`config.mk`:
```
export PLATFORM = sky130hd
export DESIGN_NAME = ssp_port
export DESIGN_NICKNAME = d
export VERILOG_FILES = /design/src/hdl/ssp_pkg.sv /design/src/hdl/ssp_port.sv /design/src/hdl/ssp_sync.sv
export SDC_FILE = /design/constraint.sdc
export NUM_CORES = 1
export LEC_CHECK = 0
export ABC_CLOCK_PERIOD_IN_PS = 3300
export BUFFER_PORTS_ARGS = -buffer_cell sky130_fd_sc_hd__buf_2
export CELL_PAD_IN_SITES_DETAIL_PLACEMENT = 1
export CELL_PAD_IN_SITES_GLOBAL_PLACEMENT = 1
export CORE_UTILIZATION = 47
export CTS_BUF_LIST = sky130_fd_sc_hd__clkbuf_8 sky130_fd_sc_hd__clkbuf_16
export DETAILED_ROUTE_END_ITERATION = 16
export PLACE_DENSITY_LB_ADDON = 0.1
export REMOVE_ABC_BUFFERS = 1
export SYNTH_ARGS = -nofsm -noshare
export SYNTH_HDL_FRONTEND = slang
export SYNTH_HIERARCHICAL = 1
export SYNTH_SLANG_ARGS = --single-unit
```
`constraint.sdc`:
```
create_clock -name pclk -period 3.3 [get_ports pclk]
set_clock_uncertainty 0.2 [all_clocks]
set_input_delay 0.66 -clock pclk [delete_from_list [all_inputs] [get_ports pclk]]
set_output_delay 0.66 -clock pclk [all_outputs]
set_load 0.03 [all_outputs]
```
`src/hdl/ssp_pkg.sv`:
```
// Package: register map, field layout and types of the serial port
package ssp_pkg;

    // ------------------------------------------------------------------
    // Register offsets
    // ------------------------------------------------------------------
    localparam logic [7:0] SSP_OFS_CTRL = 8'h00;
    localparam logic [7:0] SSP_OFS_STAT = 8'h04;
    localparam logic [7:0] SSP_OFS_DATA = 8'h08;
    localparam logic [7:0] SSP_OFS_CRCP = 8'h0c;
    localparam logic [7:0] SSP_OFS_RCRC = 8'h10;
    localparam logic [7:0] SSP_OFS_TCRC = 8'h14;
    localparam logic [7:0] SSP_OFS_IRQS = 8'h18;
    localparam logic [7:0] SSP_OFS_IMSK = 8'h1c;

    // ------------------------------------------------------------------
    // Control fields
    // ------------------------------------------------------------------
    localparam int SSP_CTL_EN = 0;
    localparam int SSP_CTL_MST = 1;
    localparam int SSP_CTL_I2S = 2;
    localparam int SSP_CTL_STD0 = 3;
    localparam int SSP_CTL_CRCEN = 5;
    localparam int SSP_CTL_RXONLY = 6;
    localparam int SSP_CTL_CPOL = 7;
    localparam int SSP_CTL_DIV0 = 8;
    localparam int SSP_CTL_W = 16;

    // Status fields
    localparam int SSP_ST_TXE = 0;
    localparam int SSP_ST_RECEIVE_NOT_EMPTY_FLAG = 1;
    localparam int SSP_ST_BSY = 2;
    localparam int SSP_ST_CHECKSUM_ERROR_FLAG = 3;

    // Interrupt event bits
    localparam int SSP_EV_TXE = 0;
    localparam int SSP_EV_RECEIVE_NOT_EMPTY_FLAG = 1;
    localparam int SSP_EV_DONE = 2;
    localparam int SSP_EV_CHECKSUM_ERROR_FLAG = 3;
    localparam int SSP_EV_W = 4;

    // Reset values
    localparam logic [15:0] SSP_CTRL_RST = 16'h0000;
    localparam logic [15:0] SSP_CRCP_RST = 16'h0007;

    // I2S standards
    typedef enum logic [1:0] {
        SSP_STD_PHILIPS = 2'b00,
        SSP_STD_MSB = 2'b01,
        SSP_STD_LSB = 2'b10
    } ssp_std_t;

    // Serial pins as one carrier
    typedef struct packed {
        logic sck;
        logic ws;
        logic sd;
    } ssp_pins_t;

    // Events from the shift engine
    typedef struct packed {
        logic load;
        logic word;
        logic done;
    } ssp_ev_t;

endpackage : ssp_pkg

```
`src/hdl/ssp_port.sv`:
```
// SPI / I2S serial port with APB registers, one clock domain
// ----------------------------------------------------------------------
// ----------------------------------------------------------------------
//
// Added by the designer: the APB interface to the registers and the placing of the registers.
`timescale 1ns/1ps
`default_nettype none
module ssp_port
    import ssp_pkg::*;
#(
    parameter int DW = 16
) (
    input wire logic pclk,
    input wire logic presetn,
    input wire logic pclken,
    input wire logic psel,
    input wire logic penable,
    input wire logic pwrite,
    input wire logic [7:0] paddr,
    input wire logic [31:0] pwdata,
    output logic [31:0] prdata,
    output logic pready,
    output logic pslverr,
    input wire ssp_pkg::ssp_pins_t pin_in,
    output ssp_pkg::ssp_pins_t pin_out,
    output ssp_pkg::ssp_pins_t pin_oe,
    output logic irq
);
    import ssp_pkg::*;

    initial begin
        if (DW < 4 || DW > 16) $error("DW out of range");
    end

    // ------------------------------------------------------------------
    // Registers and state
    // ------------------------------------------------------------------
    typedef enum logic [1:0] {IDLE, ARM, SHIFT} ssp_state_t;

    logic [15:0] ctrl_r;
    logic [15:0] crcp_r;
    logic [DW-1:0] txd_r;
    logic [DW-1:0] rxd_r;
    logic txe_r;
    logic receive_not_empty_flag_r;
    logic checksum_error_flag_r;
    logic [SSP_EV_W-1:0] irqs_r;
    logic [SSP_EV_W-1:0] imsk_r;
    ssp_state_t st_r;
    logic [DW-1:0] sh_r;
    logic [5:0] bit_r;
    logic [15:0] rcrc_r;
    logic [15:0] tcrc_r;
    logic crc_ph_r;
    logic [7:0] div_r;
    logic msck_r;
    logic mws_r;
    logic sck_d_r;
    logic last_r;
    ssp_pins_t pin_s;
    ssp_ev_t ev;

    logic wr;
    logic rd;
    logic en;
    logic master;
    logic i2s;
    ssp_std_t std;
    logic sck;
    logic rise;
    logic fall;
    logic smp;
    logic drv;
    logic ws_ok;
    logic crc_on;
    logic busy;

    // ------------------------------------------------------------------
    // Helpers
    // ------------------------------------------------------------------
    function automatic logic [15:0] crc_step(input logic [15:0] c,
            input logic b, input logic [15:0] poly);
        crc_step = {c[14:0], 1'b0} ^ ((c[15] ^ b) ? poly : 16'h0000);
    endfunction : crc_step

    // ------------------------------------------------------------------
    // Pin synchronisers
    // ------------------------------------------------------------------
    ssp_sync #(.W(3)) u_sync (
        .pclk(pclk),
        .presetn(presetn),
        .ce(pclken),
        .d(pin_in),
        .q(pin_s)
    );

    assign en = ctrl_r[SSP_CTL_EN];
    assign master = ctrl_r[SSP_CTL_MST];
    assign i2s = ctrl_r[SSP_CTL_I2S];
    assign std = ssp_std_t'(ctrl_r[SSP_CTL_STD0 +: 2]);
    assign crc_on = ctrl_r[SSP_CTL_CRCEN] & ~i2s;
    // Slave clock comes only through the synchroniser
    assign sck = master ? msck_r : pin_s.sck;
    assign rise = sck & ~sck_d_r;
    assign fall = ~sck & sck_d_r;
    assign smp = ctrl_r[SSP_CTL_CPOL] ? fall : rise;
    assign drv = ctrl_r[SSP_CTL_CPOL] ? rise : fall;
    // In I2S mode the slave starts only on word-select low under Philips, high under the other standards
    assign ws_ok = !i2s ? 1'b1 :
        (std == SSP_STD_PHILIPS) ? ~pin_s.ws : pin_s.ws;
    assign busy = master ? st_r != IDLE :
        st_r == SHIFT && (bit_r != 6'h00 || last_r);

    // ------------------------------------------------------------------
    // APB slave
    // ------------------------------------------------------------------
    assign wr = psel & penable & pwrite & pclken;
    assign rd = psel & penable & ~pwrite;
    assign pready = 1'b1;
    assign pslverr = psel & penable & (paddr[1:0] != 2'b00 ||
        paddr > SSP_OFS_IMSK);

    always_ff @(posedge pclk or negedge presetn) begin
        if (!presetn) begin
            prdata <= 32'h0000_0000;
        end else if (pclken && psel && !penable) begin
            unique case (paddr)
                SSP_OFS_CTRL: prdata <= {16'h0000, ctrl_r};
                SSP_OFS_STAT: prdata <= {28'h0000000, checksum_error_flag_r,
                    busy, receive_not_empty_flag_r, txe_r};
                SSP_OFS_DATA: prdata <= 32'(rxd_r);
                SSP_OFS_CRCP: prdata <= {16'h0000, crcp_r};
                SSP_OFS_RCRC: prdata <= {16'h0000, rcrc_r};
                SSP_OFS_TCRC: prdata <= {16'h0000, tcrc_r};
                SSP_OFS_IRQS: prdata <= {28'h0000000, irqs_r};
                SSP_OFS_IMSK: prdata <= {28'h0000000, imsk_r};
                default: prdata <= 32'h0000_0000;
            endcase
        end
    end

    always_ff @(posedge pclk or negedge presetn) begin
        if (!presetn) begin
            ctrl_r <= SSP_CTRL_RST;
            crcp_r <= SSP_CRCP_RST;
            imsk_r <= '0;
        end else if (wr) begin
            // Enable may drop mid-frame; the engine finishes the frame
            if (paddr == SSP_OFS_CTRL) ctrl_r <= pwdata[15:0];
            if (paddr == SSP_OFS_CRCP) crcp_r <= pwdata[15:0];
            if (paddr == SSP_OFS_IMSK) imsk_r <= pwdata[SSP_EV_W-1:0];
        end
    end

    // ------------------------------------------------------------------
    // Master clock generation and delayed clock for edge detection
    // ------------------------------------------------------------------
    always_ff @(posedge pclk or negedge presetn) begin
        if (!presetn) begin
            div_r <= 8'h00;
            msck_r <= 1'b0;
        end else if (pclken) begin
            if (st_r == SHIFT && master) begin
                if (div_r >= ctrl_r[SSP_CTL_DIV0 +: 8]) begin
                    div_r <= 8'h00;
                    msck_r <= ~msck_r;
                end else begin
                    div_r <= div_r + 8'h01;
                end
            end else begin
                div_r <= 8'h00;
                msck_r <= ctrl_r[SSP_CTL_CPOL];
            end
        end
    end

    always_ff @(posedge pclk or negedge presetn) begin
        if (!presetn) begin
            sck_d_r <= 1'b0;
        end else if (pclken) begin
            sck_d_r <= sck;
        end
    end

    // ------------------------------------------------------------------
    // Shift engine
    // ------------------------------------------------------------------
    always_ff @(posedge pclk or negedge presetn) begin
        if (!presetn) begin
            st_r <= IDLE;
            sh_r <= '0;
            bit_r <= 6'h00;
            last_r <= 1'b0;
            crc_ph_r <= 1'b0;
            mws_r <= 1'b0;
        end else if (pclken) begin
            unique case (st_r)
                IDLE: begin
                    last_r <= 1'b0;
                    crc_ph_r <= 1'b0;
                    if (en && (!txe_r || ctrl_r[SSP_CTL_RXONLY] ||
                            !master)) begin
                        st_r <= ARM;
                        sh_r <= txd_r;
                        bit_r <= 6'h00;
                    end
                end
                ARM: begin
                    // Word-select sampled once; frame counter owns it after
                    if (master || ws_ok) begin
                        st_r <= SHIFT;
                        mws_r <= ~mws_r;
                    end else if (!en) begin
                        st_r <= IDLE;
                    end
                end
                SHIFT: begin
                    if (smp) begin
                        // Last bit lands in the shifter before any use
                        sh_r <= {sh_r[DW-2:0], pin_s.sd};
                        if (bit_r == 6'(DW - 1)) begin
                            bit_r <= 6'h00;
                            last_r <= 1'b1;
                        end else begin
                            bit_r <= bit_r + 6'h01;
                        end
                    end else if (last_r) begin
                        last_r <= 1'b0;
                        if (crc_on && !crc_ph_r && !en) begin
                            crc_ph_r <= 1'b1;
                            sh_r <= tcrc_r[DW-1:0];
                        end else if (en && !crc_ph_r &&
                                (!txe_r || !master)) begin
                            sh_r <= txd_r;
                            mws_r <= ~mws_r;
                        end else begin
                            st_r <= IDLE;
                        end
                    end else if (!en && !master && bit_r == 6'h00) begin
                        st_r <= IDLE;
                    end
                end
                default: st_r <= IDLE;
            endcase
        end
    end

    // Word completed in the cycle after its last sample edge
    assign ev.word = pclken && st_r == SHIFT && last_r && !smp &&
        !crc_ph_r;
    assign ev.load = pclken && ((st_r == IDLE && en && !txe_r &&
        (!ctrl_r[SSP_CTL_RXONLY] || !master)) ||
        (ev.word && en && !txe_r));
    assign ev.done = pclken && st_r == SHIFT && last_r && !smp &&
        !(en && !crc_ph_r && (!txe_r || !master)) &&
        !(crc_on && !crc_ph_r && !en);

    // ------------------------------------------------------------------
    // Data, CRC and flags
    // ------------------------------------------------------------------
    always_ff @(posedge pclk or negedge presetn) begin
        if (!presetn) begin
            txd_r <= '0;
            txe_r <= 1'b1;
        end else if (pclken) begin
            if (wr && paddr == SSP_OFS_DATA) begin
                txd_r <= pwdata[DW-1:0];
                txe_r <= 1'b0;
            end else if (ev.load) begin
                txe_r <= 1'b1;
            end
        end
    end

    always_ff @(posedge pclk or negedge presetn) begin
        if (!presetn) begin
            rxd_r <= '0;
            receive_not_empty_flag_r <= 1'b0;
        end else if (pclken) begin
            if (ev.word) begin
                rxd_r <= sh_r;
                receive_not_empty_flag_r <= 1'b1;
            end else if (rd && paddr == SSP_OFS_DATA) begin
                receive_not_empty_flag_r <= 1'b0;
            end
        end
    end

    always_ff @(posedge pclk or negedge presetn) begin
        if (!presetn) begin
            rcrc_r <= 16'h0000;
            tcrc_r <= 16'h0000;
            checksum_error_flag_r <= 1'b0;
        end else if (pclken) begin
            if (st_r == SHIFT && smp && !crc_ph_r && crc_on) begin
                rcrc_r <= crc_step(rcrc_r, pin_s.sd, crcp_r);
                tcrc_r <= crc_step(tcrc_r, sh_r[DW-1], crcp_r);
            end
            if (st_r == SHIFT && last_r && !smp && crc_ph_r &&
                    sh_r != rcrc_r[DW-1:0]) begin
                checksum_error_flag_r <= 1'b1;
            end else if (wr && paddr == SSP_OFS_STAT &&
                    pwdata[SSP_ST_CHECKSUM_ERROR_FLAG]) begin
                checksum_error_flag_r <= 1'b0;
            end
            if (wr && paddr == SSP_OFS_RCRC) begin
                rcrc_r <= 16'h0000;
                tcrc_r <= 16'h0000;
            end
        end
    end

    // ------------------------------------------------------------------
    // Interrupts
    // ------------------------------------------------------------------
    always_ff @(posedge pclk or negedge presetn) begin
        if (!presetn) begin
            irqs_r <= '0;
        end else if (pclken) begin
            for (int i = 0; i < SSP_EV_W; i++) begin
                if (wr && paddr == SSP_OFS_IRQS && pwdata[i]) begin
                    irqs_r[i] <= 1'b0;
                end
            end
            // Set beats a simultaneous clear
            if (ev.load) irqs_r[SSP_EV_TXE] <= 1'b1;
            if (ev.word) irqs_r[SSP_EV_RECEIVE_NOT_EMPTY_FLAG] <= 1'b1;
            if (ev.done) irqs_r[SSP_EV_DONE] <= 1'b1;
            if (st_r == SHIFT && last_r && !smp && crc_ph_r &&
                    sh_r != rcrc_r[DW-1:0]) begin
                irqs_r[SSP_EV_CHECKSUM_ERROR_FLAG] <= 1'b1;
            end
        end
    end

    assign irq = |(irqs_r & imsk_r);

    // ------------------------------------------------------------------
    // Pin drive
    // ------------------------------------------------------------------
    always_ff @(posedge pclk or negedge presetn) begin
        if (!presetn) begin
            pin_out <= '0;
            pin_oe <= '0;
        end else if (pclken) begin
            pin_out.sck <= msck_r;
            pin_out.ws <= master ? mws_r : 1'b0;
            if (st_r != SHIFT || drv || bit_r == 6'h00) begin
                pin_out.sd <= sh_r[DW-1];
            end
            pin_oe.sck <= master & (en | st_r != IDLE);
            pin_oe.ws <= master & (en | st_r != IDLE) & i2s;
            pin_oe.sd <= (en | st_r != IDLE) & ~ctrl_r[SSP_CTL_RXONLY];
        end
    end

endmodule : ssp_port
`default_nettype wire

```
`src/hdl/ssp_sync.sv`:
```
// Two-flop synchroniser for the serial pins
`timescale 1ns/1ps
`default_nettype none
module ssp_sync #(
    parameter int W = 3
) (
    input wire logic pclk,
    input wire logic presetn,
    input wire logic ce,
    input wire logic [W-1:0] d,
    output logic [W-1:0] q
);
    logic [W-1:0] meta_r;

    always_ff @(posedge pclk or negedge presetn) begin
        if (!presetn) begin
            meta_r <= '0;
            q <= '0;
        end else if (ce) begin
            meta_r <= d;
            q <= meta_r;
        end
    end
endmodule : ssp_sync
`default_nettype wire

```
**Yosys cells after proc, flatten, opt, wreduce, memory -nomap -nowiden**

Cells that the tools add are included.

- Input port bits: 49
- Bits in registers: 188
- Output and inout bits: 41
- Word-level logic and storage cells: 251

- Equality and inequality tests: 28
- Reduce and logical (&&, ||, !) cells: 98
- Add/subtract/negate cells: 2
- Bitwise operators: 25
- Mux-type cells: 64
- $lt $le $gt $ge: 2

Operators with widths:

| kind | count |
|---|---|
| two-way mux 16 bit | 11 |
| case mux 16 bit (8 select lines) | 1 |
| logical AND 1 bit | 40 |
| two-way mux 1 bit | 33 |
| == test 8 x 5 -> 1 bit, second input constant | 4 |
| case mux 16 bit (2 select lines) | 1 |
| XOR 16 bit | 2 |
| AND reduction 2 bit | 15 |
| nonzero test 2 bit | 12 |
| two-way mux 6 bit | 3 |
| != test 3 bit, second input constant | 6 |
| == test 8 x 4 -> 1 bit, second input constant | 2 |
| two-way mux 2 bit | 8 |
| two-way mux 8 bit | 2 |
| != test 16 bit | 1 |
| != test 2 bit, second input constant | 7 |
| AND reduction 7 bit | 2 |
| case mux 6 bit (2 select lines) | 1 |
| AND 1 bit | 11 |
| logical OR 1 bit | 10 |
| AND reduction 5 bit | 2 |
| zero test 1 bit | 9 |
| adder 8 x 1 -> 8 bit, second input constant | 1 |
| == test 8 x 3 -> 1 bit, second input constant | 1 |
| other kinds (21) | 34 |

**Logic depth before layout (Yosys ltp)**

- Word-level depth: 13
- Mapped depth: 8
- Depth with buffers taken out: 8

**By module**

Netlist, hierarchy kept.

By module, submodules not included:

| module | area an instance (um^2) | instances | seq. area each (um^2) | cells each |
|---|---|---|---|---|
| ssp_port | 8,783.4 | 1 | 4,159.0 | 827 |
| ssp_sync | 251.5 | 1 | 150.1 | 13 |

**Least setup slack after synthesis**

OpenSTA, ideal clock, no wires.

- Kind: input port to flip-flop
- From: input port paddr[5]
- To: register crcp_r[11]
- Stages on the path: 6
- Path slack: 0.790 ns
- Arrival: 2.185 ns
- Buffers on the path: 2
- Library setup time: 0.125 ns
- Required time: 2.975 ns
- Cells stage by stage: nor3_1 > nand2_1 > clkbuf_1 > nor4b_4 > buf_2 > mux2_2

- Cells in the longest elaborated chain, start to end: 2

Ends and longest elaborated chain:

| what | RTL line | source |
|---|---|---|
| start, declared | ssp_port.sv:19 | `input wire logic [7:0] paddr,` |
| == test 8 x 4 -> 1 bit | ssp_port.sv:150 | `if (paddr == SSP_OFS_CRCP) crcp_r <= pwdata[15:0];` |
| AND reduction 2 bit (no source line) | n/a |  |
| end signal, assigned | ssp_port.sv:150 |  |
| end, declared | ssp_port.sv:41 | `logic [15:0] crcp_r;` |

Every way passes these cells.
A chain may end at the register's enable or synchronous reset.

**Final worst setup path**

- From: register ctrl_r[1]
- To: register sh_r[13]

- Cells in the longest elaborated chain, start to end: 6
- Elaborated cells between the ends (all ways): 16
- Classes of those cells: eq/ne: 3; mux: 4; bitwise: 3; reduce/logical: 6

Ends and longest elaborated chain:

| what | RTL line | source |
|---|---|---|
| start, declared | ssp_port.sv:40 | `logic [15:0] ctrl_r;` |
| start signal, assigned | ssp_port.sv:149 | `if (paddr == SSP_OFS_CTRL) ctrl_r <= pwdata[15:0];` |
| two-way mux 1 bit | ssp_port.sv:103 | `assign sck = master ? msck_r : pin_s.sck;` |
| NOT 1 bit | ssp_port.sv:105 | `assign fall = ~sck & sck_d_r;` |
| AND 1 bit | ssp_port.sv:105 |  |
| two-way mux 1 bit | ssp_port.sv:106 | `assign smp = ctrl_r[SSP_CTL_CPOL] ? fall : rise;` |
| != test 4 x 2 -> 1 bit (no source line) (tied with other cells) | n/a |  |
| AND reduction 5 bit (no source line) or case mux 16 bit (2 select lines) (tied branches) | n/a |  |
| end signal, assigned | ssp_port.sv:204 | `sh_r <= txd_r;` |
| end signal, assigned | ssp_port.sv:220 | `sh_r <= {sh_r[DW-2:0], pin_s.sd};` |
| end signal, assigned | ssp_port.sv:231 | `sh_r <= tcrc_r[DW-1:0];` |
| end, declared | ssp_port.sv:50 | `logic [DW-1:0] sh_r;` |

Several ways; a longest one is shown, not always the timed one.

==> reports/results.ini <==
[synth]
yosysSeqAreaShare = 0.477
synth_area_um2 = 9030
synth_area_leaders = dfrtp_1 (47%), mux2_2 (7.7%), nand2_1 (4.7%), o31ai_2 (3.9%), xor2_1 (3.1%)
synth_edf_count = 0
synth_top_area_share = 0.465
ys_ff_latch = 172
syn_avg_cell_area_um2 = 10.8
synthCells = 840
synthDistinctLibCells = 66
yosysWarningCount = 6
synthArstFlopShare = 1.00
synth_ff_type = dfrtp_1
yosys-top-cells-count = dfrtp_1 (168), nand2_1 (112), mux2_2 (62), nor2_1 (38), o21ai_0 (36)
synth_most_common_cell = dfrtp_1
yosysTopAreaCell = dfrtp_1

[floorplanning]
pin_count = 90
start_util = 0.481
die_area_um2 = 19800
rows = 50
design.core.area_um2 = 18800
fp.dieH_um = 141
fp.dieW_um = 141

[place]
port_buffers = 56
dp_hpwl_mm = 18.9
gp_congestion = 0.897

[grt]
use_met3 = 0.0557
grtUsageMet2 = 0.477
grt_use_met1 = 0.405
grt_pass1_wl_mm = 43.7
overflow = 0
busiest_layer = met2
grt_use_total = 0.296
grt_max_degree = 75
grt_antenna_before_repair = 0
grt_pass1_vias = 7523

[setup_path]
path_buf_inv = 1
r2r_end = sh_r[13]
slowest_stage = nand2_1
max_stage_delay_ns = 0.47
crit_required_ns = 3.40
path_max_fanout = 12
arrival_ns = 2.91
cp-start-kind = register
worstPathCellList = mux2i_2 -> mux2i_4 -> buf_4 -> nand2b_1 -> nand2_1 -> nor2_1 -> o31ai_1
crit_type = register to register
cp.depth = 7
r2r-start = ctrl_r[1]
r2r.worst_path.cells = 7
crit_family = simple AND/OR/NAND/NOR gates
rrSetupSlack_ns = 0.49
worst_setup_path_end_kind = register

[power_and_ir_drop]
p_sw_frac = 0.275
seqPwrFrac = 0.481
pwr-share-clk = 0.417
p_switching_uw = 1350
p_leak_uw = 0.00463
comb_power_share = 0.103
pwr_density_cell_nw_per_um2 = 478
p_int_uw = 3540
peakVddDrop_mv = 0.319

[status]
status = finished clean

[clock_network]
h-tree-depth = 4
clock_sinks = 172
clk_latency_ns = 0.43
numCtsBuffers = 17
clockBufferDepth = 2
ctsRootBufferMaster = clkbuf_16
cts_tree = done
cts_hold_buf = 0
path_clk_slew_ns = 0.07
postCtsSetupRepairBufs = 0
ctsResizeCount = 0

[timing]
holdWs_ns = 0.0518
slew_violations = 0
finalSetupViolCount = 0
hold_viol = 0
fin_crit_ns = 2.81
max-slew-margin-rel = 0.473
tightestPinTransition_ns = 0.788
grt_setup_unrepaired = no
fmax_mhz = 356
min_period_over_period = 0.851

[detailed_routing]
drc = 0
wl_per_cell_um = 24.1
drtIter0Drc = 653
ant_nets = 0
wl_mm = 27.6
via_count = 7078
viasPerCell = 6.19
drtPass1Iterations = 8

[finish]
diodes = 0
area_growth_pct = 13.2
ff_latch_area_um2 = 4310
final_util = 0.545
nets = 957
nFillCells = 2028
drive_above_1_share = 0.267
multi_input_area_um2 = 4350

[hold_path]
min_path_type = input pin to asynchronous set/reset pin

[run]
cap_violations = 0

==> layout by cell type (no fill, tap or decap), drive strengths merged, types with 18 or more instances in the layout <==
master	netlist	routed
o31ai	46	46
nor2	39	39
nand2	112	112
nand3	18	18
inv	21	25
buf	32	90
xor2	32	32
dfrtp	168	168
mux2	76	76
xnor2	20	20
o21ai	41	41
==> state kept, by name (all words and copies together) (netlist names), 16 cells and up <==
| register | count |
|---|---|
| tcrc_r | 16 |
| ctrl_r | 16 |
| txd_r | 16 |
| rxd_r | 16 |
| crcp_r | 16 |
| sh_r | 16 |
| prdata | 16 |
| rcrc_r | 16 |
==> per-stage QoR <==
step / instances / power [uW] / worst slack (ns) / setup TNS, ns / area (um2)
6_report: 1144 / 4880 / 0.492 / 0 / 10200
5_1_grt: 1144 / 5050 / 0.383 / 0 / 10200
4_1_cts: 1144 / 4920 / 0.509 / 0 / 10200
3_5_place_dp: 1112 / 2880 / 0.499 / 0 / 9640
3_3_place_gp: 1112 / 2860 / 0.597 / 0 / 9640
2_1_floorplan: 788 / 2630 / -3.43 / -109.61 / 8730
==> layout make-up <==
type / count / area share
multi-input combinational: 594 / 0.425
tap: 234 / 0.0286
clock inverter: 15 / 0.0159
clock buffer: 17 / 0.0416
inverter: 22 / 0.00808
sequential: 172 / 0.421
timing repair buffer: 90 / 0.0591
==> cells by family (layout without fill, tap and decap cells) <==
| family | Yosys count | count (layout) | synth area share |
|---|---|---|---|
| and+or+nand+nor | 226 | 226 | 0.119 |
| AOI/OAI and AO/OA | 205 | 205 | 0.176 |
| DFF | 172 | 172 | 0.477 |
| buffers and inverters | 89 | 144 | 0.0496 |
| muxes | 83 | 83 | 0.112 |
| xor gates and xnor gates | 52 | 52 | 0.0504 |
| adders and majority gates | 11 | 11 | 0.0152 |
| other | 2 | 17 | 0.000831 |
==> worst max-delay path by stage <==
stage / slack, ns / start / end
after floorplan: -3.43 / paddr[3] / rcrc_r[10]
after global placement: 0.60 / paddr[5] / crcp_r[14]
after global routing: 0.38 / ctrl_r[1] / sh_r[13]
final: 0.49 / ctrl_r[1] / sh_r[13]
after CTS: 0.51 / ctrl_r[1] / sh_r[13]
after detailed placement: 0.50 / paddr[5] / crcp_r[11]
==> power groups by stage <==
stage / Clock (uW) / Combinational (uW) / Sequential, uW
3_5_place_dp: 0 / 498 / 2380
4_1_cts: 2070 / 504 / 2340
5_1_grt: 2140 / 551 / 2360
2_1_floorplan: 0 / 287 / 2340
3_3_place_gp: 0 / 481 / 2370
6_report: 2030 / 501 / 2350
==> layer usage <==
| metal | up-vias | part of all wire |
|---|---|---|
| li1 | 3127 | - |
| met1 | 3621 | 0.44 |
| met5 | - | 0 |
| met4 | 0 | 0.025 |
| met3 | 45 | 0.065 |
| met2 | 285 | 0.47 |
No activity file was read; power rests on OpenSTA's default activity.
